<file path="src/design/mmx_pkg.sv">
// ----------------------------------------------------------------------
// Overview of operation
// - 1011_1000 loads bits 3:0 into bank selector low nibble; no flags.
// - unused encoding bits are ignored by decode; the bench sets some of them to one.
// - 1011_101x loads bits 7:4 into bank selector high nibble; no flags.
// - 1011_0000 loads the 8-bit literal into the accumulator; no flags.
// - 010 move copies window byte to data address, updates zero flag.
// - move destination spans 256 bytes, source spans locations 0 to 31.
// - move operands may be the accumulator; both resolve indirect pointers.
// - 0000_0001 stores the accumulator anywhere in data space; no flags.
// - 1011_1100 multiplies accumulator by literal, both unsigned 8-bit.
// - product high byte and low byte registers take the result.
// - multiply leaves every flag untouched, even on a zero product.
// ----------------------------------------------------------------------
package mmx_pkg;

  // ------------------------------------------------------------------
  // opcode fields
  // ------------------------------------------------------------------
  localparam logic [7:0] OPC_BANK_LO  = 8'h00_B8;
  localparam logic [6:0] OPC_BANK_HI  = 7'h00_5D;
  localparam logic [7:0] OPC_LIT_ACC  = 8'h00_B0;
  localparam logic [2:0] OPC_MOVE     = 3'h0_2;
  localparam logic [7:0] OPC_STORE    = 8'h00_01;
  localparam logic [7:0] OPC_MUL      = 8'h00_BC;

  // ------------------------------------------------------------------
  // special data addresses (placement chosen for this core)
  // ------------------------------------------------------------------
  localparam logic [7:0] ACC_ADDR     = 8'h00_0A;
  localparam logic [7:0] INDIR0_ADDR  = 8'h00_00;
  localparam logic [7:0] INDIR1_ADDR  = 8'h00_08;

  // ------------------------------------------------------------------
  // reset values
  // ------------------------------------------------------------------
  localparam logic [7:0] BANK_RST     = 8'h00_00;
  localparam logic [7:0] ACC_RST      = 8'h00_00;
  localparam logic [7:0] PROD_RST     = 8'h00_00;

  typedef enum logic [1:0] {Q1, Q2, Q3, Q4} quarter_e;

  typedef enum logic [2:0] {
    OP_NONE, OP_BANK_LO, OP_BANK_HI, OP_LIT_ACC, OP_MOVE, OP_STORE, OP_MUL
  } op_e;

endpackage

</file>
<file path="src/design/move_multiply_instr_exec.sv">
`timescale 1ns/1ps
`default_nettype none
module move_multiply_instr_exec (
  // clock and reset
  input  wire logic        sys_clk,
  input  wire logic        reset_n,
  // fetch side
  input  wire logic [15:0] instr_word,
  input  wire logic        instr_valid,
  output logic             instr_take,
  output logic             instr_done,
  // register file read port
  output logic [7:0]       rd_addr,
  output logic             rd_en,
  input  wire logic [7:0]  rd_data,
  // register file write port
  output logic [7:0]       wr_addr,
  output logic [7:0]       wr_data,
  output logic             wr_en,
  // indirect pointers
  input  wire logic [7:0]  ptr0,
  input  wire logic [7:0]  ptr1,
  // status flag update
  output logic             zero_we,
  output logic             zero_val,
  // architectural state
  output logic [7:0]       bank_selector,
  output logic [7:0]       working_accumulator,
  output logic [7:0]       product_high_byte,
  output logic [7:0]       product_low_byte
);

  // ------------------------------------------------------------------
  // state
  // ------------------------------------------------------------------
  mmx_pkg::quarter_e q_reg;
  mmx_pkg::op_e      op_reg;
  logic [15:0]       ir_reg;
  logic [7:0]        src_addr_reg;
  logic [7:0]        dst_addr_reg;
  logic [7:0]        data_reg;
  logic [15:0]       prod_next;
  logic              take_reg;
  logic              done_reg;
  logic [7:0]        rd_addr_reg;
  logic              rd_en_reg;
  logic [7:0]        wr_addr_reg;
  logic [7:0]        wr_data_reg;
  logic              wr_en_reg;
  logic              zero_we_reg;
  logic              zero_val_reg;
  logic [7:0]        bank_reg;
  logic [7:0]        acc_reg;
  logic [7:0]        prod_hi_reg;
  logic [7:0]        prod_lo_reg;

  // ------------------------------------------------------------------
  // helpers
  // ------------------------------------------------------------------
  // only the fixed opcode bits are compared; u and x bits never matter
  function automatic mmx_pkg::op_e decode(input logic [15:0] w);
    if (w[15:8] == mmx_pkg::OPC_BANK_LO)
      return mmx_pkg::OP_BANK_LO;
    else if (w[15:9] == mmx_pkg::OPC_BANK_HI)
      return mmx_pkg::OP_BANK_HI;
    else if (w[15:8] == mmx_pkg::OPC_LIT_ACC)
      return mmx_pkg::OP_LIT_ACC;
    else if (w[15:13] == mmx_pkg::OPC_MOVE)
      return mmx_pkg::OP_MOVE;
    else if (w[15:8] == mmx_pkg::OPC_STORE)
      return mmx_pkg::OP_STORE;
    else if (w[15:8] == mmx_pkg::OPC_MUL)
      return mmx_pkg::OP_MUL;
    else
      return mmx_pkg::OP_NONE;
  endfunction

  // indirect locations stand for the address held in their pointer
  function automatic logic [7:0] resolve(input logic [7:0] a,
                                         input logic [7:0] p0,
                                         input logic [7:0] p1);
    if (a == mmx_pkg::INDIR0_ADDR)
      return p0;
    else if (a == mmx_pkg::INDIR1_ADDR)
      return p1;
    else
      return a;
  endfunction

  // ------------------------------------------------------------------
  // quarter sequencer
  // ------------------------------------------------------------------
  always_ff @(posedge sys_clk) begin
    if (!reset_n) begin
      q_reg <= mmx_pkg::Q1;
    end else begin
      case (q_reg)
        mmx_pkg::Q1: q_reg <= mmx_pkg::Q2;
        mmx_pkg::Q2: q_reg <= mmx_pkg::Q3;
        mmx_pkg::Q3: q_reg <= mmx_pkg::Q4;
        mmx_pkg::Q4: q_reg <= mmx_pkg::Q1;
        default:     q_reg <= mmx_pkg::Q1;
      endcase
    end
  end

  // take strobe marks the cycle in which a word is accepted
  always_ff @(posedge sys_clk) begin
    if (!reset_n) begin
      take_reg <= 1'b1;
      done_reg <= 1'b0;
    end else begin
      take_reg <= (q_reg == mmx_pkg::Q4);
      done_reg <= (q_reg == mmx_pkg::Q4) && (op_reg != mmx_pkg::OP_NONE);
    end
  end

  // ------------------------------------------------------------------
  // decode (first quarter)
  // ------------------------------------------------------------------
  always_ff @(posedge sys_clk) begin
    if (!reset_n) begin
      op_reg       <= mmx_pkg::OP_NONE;
      ir_reg       <= 16'h0000;
      src_addr_reg <= 8'h00;
      dst_addr_reg <= 8'h00;
    end else if (q_reg == mmx_pkg::Q1) begin
      ir_reg <= instr_word;
      op_reg <= instr_valid ? decode(instr_word) : mmx_pkg::OP_NONE;
      // window source field is five bits (00h to 1Fh); 00h and 08h then resolve to ptr0 and ptr1
      src_addr_reg <= resolve({3'b000, instr_word[12:8]},
                              ptr0, ptr1);
      dst_addr_reg <= resolve(instr_word[7:0], ptr0, ptr1);
    end
  end

  // ------------------------------------------------------------------
  // operand read (second quarter)
  // ------------------------------------------------------------------
  always_ff @(posedge sys_clk) begin
    if (!reset_n) begin
      rd_en_reg   <= 1'b0;
      rd_addr_reg <= 8'h00;
    end else begin
      // the accumulator is held here, so reading it needs no port cycle
      rd_en_reg   <= (q_reg == mmx_pkg::Q2) &&
                     (op_reg == mmx_pkg::OP_MOVE) &&
                     (src_addr_reg != mmx_pkg::ACC_ADDR);
      if (q_reg == mmx_pkg::Q2)
        rd_addr_reg <= src_addr_reg;
    end
  end

  // ------------------------------------------------------------------
  // process (third quarter)
  // ------------------------------------------------------------------
  // unsigned 8x8 always fits 16 bits, so no carry or overflow exists
  assign prod_next = 16'(acc_reg) * 16'(ir_reg[7:0]);

  always_ff @(posedge sys_clk) begin
    if (!reset_n) begin
      data_reg <= 8'h00;
    end else if (q_reg == mmx_pkg::Q3) begin
      if (src_addr_reg == mmx_pkg::ACC_ADDR)
        data_reg <= acc_reg;
      else
        data_reg <= rd_data;
    end
  end

  // ------------------------------------------------------------------
  // destination write (fourth quarter)
  // ------------------------------------------------------------------
  always_ff @(posedge sys_clk) begin
    if (!reset_n) begin
      bank_reg <= mmx_pkg::BANK_RST;
    end else if (q_reg == mmx_pkg::Q4) begin
      if (op_reg == mmx_pkg::OP_BANK_LO)
        bank_reg[3:0] <= ir_reg[3:0];
      else if (op_reg == mmx_pkg::OP_BANK_HI)
        bank_reg[7:4] <= ir_reg[7:4];
    end
  end

  always_ff @(posedge sys_clk) begin
    if (!reset_n) begin
      acc_reg <= mmx_pkg::ACC_RST;
    end else if (q_reg == mmx_pkg::Q4) begin
      if (op_reg == mmx_pkg::OP_LIT_ACC)
        acc_reg <= ir_reg[7:0];
      else if (op_reg == mmx_pkg::OP_MOVE &&
               dst_addr_reg == mmx_pkg::ACC_ADDR)
        acc_reg <= data_reg;
    end
  end

  always_ff @(posedge sys_clk) begin
    if (!reset_n) begin
      prod_hi_reg <= mmx_pkg::PROD_RST;
      prod_lo_reg <= mmx_pkg::PROD_RST;
    end else if (q_reg == mmx_pkg::Q4 && op_reg == mmx_pkg::OP_MUL) begin
      prod_hi_reg <= prod_next[15:8];
      prod_lo_reg <= prod_next[7:0];
    end
  end

  always_ff @(posedge sys_clk) begin
    if (!reset_n) begin
      wr_en_reg   <= 1'b0;
      wr_addr_reg <= 8'h00;
      wr_data_reg <= 8'h00;
    end else begin
      wr_en_reg <= 1'b0;
      if (q_reg == mmx_pkg::Q4) begin
        if (op_reg == mmx_pkg::OP_MOVE &&
            dst_addr_reg != mmx_pkg::ACC_ADDR) begin
          wr_en_reg   <= 1'b1;
          wr_addr_reg <= dst_addr_reg;
          wr_data_reg <= data_reg;
        end else if (op_reg == mmx_pkg::OP_STORE) begin
          wr_en_reg   <= 1'b1;
          wr_addr_reg <= dst_addr_reg;
          wr_data_reg <= acc_reg;
        end
      end
    end
  end

  // only the move touches a flag; multiply never reports a zero product
  always_ff @(posedge sys_clk) begin
    if (!reset_n) begin
      zero_we_reg  <= 1'b0;
      zero_val_reg <= 1'b0;
    end else begin
      zero_we_reg <= (q_reg == mmx_pkg::Q4) &&
                     (op_reg == mmx_pkg::OP_MOVE);
      if (q_reg == mmx_pkg::Q4 && op_reg == mmx_pkg::OP_MOVE)
        zero_val_reg <= (data_reg == 8'h00);
    end
  end

  // ------------------------------------------------------------------
  // outputs
  // ------------------------------------------------------------------
  assign instr_take          = take_reg;
  assign instr_done          = done_reg;
  assign rd_addr             = rd_addr_reg;
  assign rd_en               = rd_en_reg;
  assign wr_addr             = wr_addr_reg;
  assign wr_data             = wr_data_reg;
  assign wr_en               = wr_en_reg;
  assign zero_we             = zero_we_reg;
  assign zero_val            = zero_val_reg;
  assign bank_selector       = bank_reg;
  assign working_accumulator = acc_reg;
  assign product_high_byte   = prod_hi_reg;
  assign product_low_byte    = prod_lo_reg;

endmodule
`default_nettype wire

</file>
<file path="config.mk">
export PLATFORM = sky130hd
export DESIGN_NAME = move_multiply_instr_exec
export DESIGN_NICKNAME = d
export VERILOG_FILES = /design/src/design/mmx_pkg.sv /design/src/design/move_multiply_instr_exec.sv
export SDC_FILE = /design/constraint.sdc
export NUM_CORES = 1
export LEC_CHECK = 0
export BUFFER_PORTS_ARGS = -buffer_cell sky130_fd_sc_hd__buf_2
export CAP_MARGIN = 20
export CORE_ASPECT_RATIO = 2
export CORE_UTILIZATION = 36
export DETAILED_ROUTE_END_ITERATION = 8
export GPL_ROUTABILITY_DRIVEN = 0
export PLACE_DENSITY = 0.56
export SKIP_LAST_GASP = 1
export SLEW_MARGIN = 20
export SYNTH_ARGS = -nofsm -noshare
export SYNTH_HDL_FRONTEND = slang
export SYNTH_SLANG_ARGS = --single-unit
</file>
<file path="constraint.sdc">
create_clock -name sys_clk -period 4.5 [get_ports sys_clk]
set_input_delay 0.9 -clock sys_clk [delete_from_list [all_inputs] [get_ports sys_clk]]
set_output_delay 0.9 -clock sys_clk [all_outputs]
set_load 0.1 [all_outputs]
</file>
==> results.sh <==
export IMPL_area_delta_synth_final_pct=15.01
export IMPL_grt_remaining_overflow=0
export IMPL_period_share=0.9544
export IMPL_slew_limit_headroom=0.3116
export IMPL_synth_top_cells_by_count="99 x dfxtp_1, 73 x inv_1, 73 x nor2_1"
export IMPL_seq_power_share=0.454
export IMPL_r2r_cells=14
export IMPL_synth_seq_cells=99
export IMPL_min_delay_start="product_low_byte[5]$_SDFFE_PN0P_"
export IMPL_clock_latency_ps=360
export IMPL_die_y_um=190.7
export IMPL_max_freq_mhz=232.8
export IMPL_htree_levels=3
export IMPL_finClkSkew_ps=12.20
export IMPL_drive_above_1_share=0.1968
export IMPL_crit_family="adder cells"
export IMPL_grt_pass1_wl_um=28660
export IMPL_rows=68
export IMPL_p_per_area_nw_per_um2=313.2
export IMPL_crit_arrival_ps=4530
export IMPL_yosysMostFrequentCell="dfxtp_1"
export IMPL_cts_made_buffers=9
export IMPL_slowest_delay_ps=590
export IMPL_whs_endpoint="product_low_byte[5]$_SDFFE_PN0P_"
export IMPL_synth_edf_count=0
export IMPL_grt_pass1_vias=5391
export IMPL_p_leak_nw=3.546
export IMPL_dp_hpwl_um=14520
export IMPL_postRouteAntennaNets=0
export IMPL_drt_vias_per_instance=5.150
export IMPL_p_sw_frac=0.3234
export IMPL_n_antenna_cell=0
export IMPL_cts_tree="done"
export IMPL_rsz0062_at_grt="no"
export IMPL_setup_viol=0
export IMPL_core_area_sq_um=17360
export IMPL_whs_path_depth=2
export IMPL_clk_path_buf_depth=2
export IMPL_place_area_sq_um=7061
export IMPL_track_usage=0.2118
export IMPL_drtIter0Drc=197
export IMPL_final_area_sq_um=7371
export IMPL_r2r_end="product_high_byte[6]$_SDFFE_PN0P_"
export IMPL_timing_rr_start="working_accumulator[4]$_SDFFE_PN0P_"
export IMPL_n_fill_cell=1837
export IMPL_yosysTopAreaCell="dfxtp_1"
export IMPL_mappedNetlistArea_sq_um=6409
export IMPL_dieArea_sq_um=18370
export IMPL_hold_class="flop to flop"
export IMPL_max_vdd_ir_drop_mv=0.3071
export IMPL_yosysTopAreaCellShare=0.3093
export IMPL_end_kind="flop"
export IMPL_drv_cap=0
export IMPL_post_cts_buffers=0
export IMPL_avgRoutedWirePerCell_um=17.93
export IMPL_ff2ff_setup_slack_ps=210
export IMPL_syn_area_per_cell_sq_um=8.926
export IMPL_nNetsFinal=918
export IMPL_status="finished, final reports clean"
export IMPL_antenna_found_initial=0
export IMPL_cell_internal_pwr_mw=1.562
export IMPL_io_pin_count=105
export IMPL_crit_chain="buf_4 > and2_1 > fa_1 > fa_1 > fa_1 > inv_1 > fa_1 > inv_1 > ha_1 > a21o_1 > a211oi_1 > nor3_1 > o311ai_1 > nor2_1"
export IMPL_cp_num_buf_inv=3
export IMPL_cp_max_fo=7
export IMPL_p_clk_frac=0.347
export IMPL_fin_cells=1013
export IMPL_period_minus_slack_ps=4295
export IMPL_dp_cells=997
export IMPL_synth_nets=838
export IMPL_yosysWarnings=0
export IMPL_synth_cells=718
export IMPL_combPwrFrac=0.198
export IMPL_clkTransAtPathRegs_ps=70
export IMPL_ys_seq_area_frac=0.3093
export IMPL_hold_violations=0
export IMPL_cts_sinks=99
export IMPL_yosys_cell_types_count=61
export IMPL_die_w_um=96.35
export IMPL_tightest_slew_ps=1030
export IMPL_via_count=5217
export IMPL_slowest_stage="fa_1"
export IMPL_wl_um=18160
export IMPL_start_util=0.3692
export IMPL_crit_required_ps=4740
export IMPL_grt_max_degree=68
export IMPL_slew_violations=0
export IMPL_drc_errors=0
export IMPL_worst_path_most_repeated_cell="fa_1"
export IMPL_cp_start_kind="flop"
export IMPL_worstSetupPathType="flop to flop"
export IMPL_synth_main_ff_cell="dfxtp_1"
export IMPL_portBuffers=104
export IMPL_power_switching_uw=746.5
export IMPL_async_reset_ff_frac=0
export IMPL_root_buffer="clkbuf_16"
export IMPL_dr_pass1_iters=4
export IMPL_synthTopCellsByArea="dfxtp_1 31%, fa_1 11%, mux2i_1 9.8%, ha_1 8.0%, and2_1 5.4%"
==> cell families (layout without fill, tap and decap cells) <==
family | count (synthesis) | count (layout) | synth area share
AND/OR/NAND/NOR | 225 | 225 | 0.1839
AO/OA/AOI/OAI | 125 | 125 | 0.1252
buffers and inverters | 122 | 207 | 0.08122
flip-flops | 99 | 99 | 0.3093
adder cells (fa/ha/maj) | 77 | 77 | 0.1925
multiplexers | 63 | 63 | 0.09840
XOR/XNOR | 7 | 7 | 0.009567
==> power by group through the flow <==
stage,logic (mW),registers [mW],clock network (mW)
finish,0.458,1.05,0.802
global route,0.498,1.06,0.852
CTS,0.461,1.05,0.821
detailed placement,0.457,1.07,0
global placement,0.456,1.07,0
floorplan,0.301,1.07,0
==> how the worst max path moves through the flow <==
| stage | from | end | cells after the start |
|---|---|---|---|
| 2_1_floorplan | working_accumulator[5]$_SDFFE_PN0P_ | product_high_byte[7]$_SDFFE_PN0P_ | 15 |
| 3_3_place_gp | working_accumulator[4]$_SDFFE_PN0P_ | product_high_byte[6]$_SDFFE_PN0P_ | 14 |
| 3_5_place_dp | working_accumulator[4]$_SDFFE_PN0P_ | product_high_byte[6]$_SDFFE_PN0P_ | 14 |
| 4_1_cts | working_accumulator[1]$_SDFFE_PN0P_ | product_high_byte[7]$_SDFFE_PN0P_ | 14 |
| 5_1_grt | working_accumulator[4]$_SDFFE_PN0P_ | product_high_byte[6]$_SDFFE_PN0P_ | 14 |
| 6_report | working_accumulator[4]$_SDFFE_PN0P_ | product_high_byte[6]$_SDFFE_PN0P_ | 14 |
==> area by class of cell <==
type,count,area [sq um],area share
clock inverters,6,71.32,0.009676
flip-flops and latches,99,1992,0.2702
multi-input cells,497,3916,0.5313
inverters,73,274.0,0.03718
clock buffers,10,229.0,0.03106
well taps,210,262.8,0.03565
repair buffers,118,625.6,0.08488
==> worst min-delay path: cells and delay by family (launching register included) <==
kind             cells  cell delay (ps)
AND/OR/NAND/NOR      1               50
flip-flops           1              310
AO/OA/AOI/OAI        1               50
==> through the flow <==
step | TNS (ps) | worst slack (ps) | total power, mW | hold slack (ps) | util
2_1_floorplan | -3.748 | -3.748 | 1.370 | 457.8 | -
3_3_place_gp | 0 | 176.2 | 1.527 | 442.4 | 0.4068
3_5_place_dp | 0 | 147.6 | 1.528 | 441.4 | 0.4068
4_1_cts | 0 | 117.1 | 2.332 | 450.9 | 0.4241
5_1_grt | 0 | 38.02 | 2.409 | 470.8 | 0.4247
6_report | 0 | 205.2 | 2.308 | 446.1 | 0.4247
==> what timing repair did <==
item                       4_1_cts  5_1_grt
gates resized for setup          0        1
hold buffers                     0        0
setup endpoints to repair        0        2
==> cell usage in the layout, fill, tap and decap left out, types with 2 or more instances in the layout <==
cell type   synthesis  final
a211oi_1           19     18
a21o_1              4      4
a21oi_1            35     35
a22oi_1             8      8
a31oi_1            10     10
and2_1             55     55
and3_1              2      2
buf_2               3    104
buf_4               2     14
clkbuf_16           0      9
clkinvlp_4          0      2
dfxtp_1            99     91
dfxtp_2             0      8
fa_1               36     36
ha_1               41     41
inv_1              73     72
inv_6               0      2
mux2i_1            63     63
nand2_1            39     39
nand2b_1            9      9
nand3_1            12     12
nand3b_1            3      3
nand4_1             6      6
nor2_1             73     73
nor3_1              6      5
nor4_1              3      3
nor4b_1             2      2
o21ai_0            30     30
o221ai_1            3      3
or2_2               2      2
or4_1               2      2
xor2_1              6      6
==> layer usage <==
metal	global-route usage	share of wire
met5	0	0
met4	0.08484	0.038
met3	0.02990	0.029
met2	0.4326	0.59
met1	0.1975	0.34
Note: power is estimated with default switching activity, not from simulation.
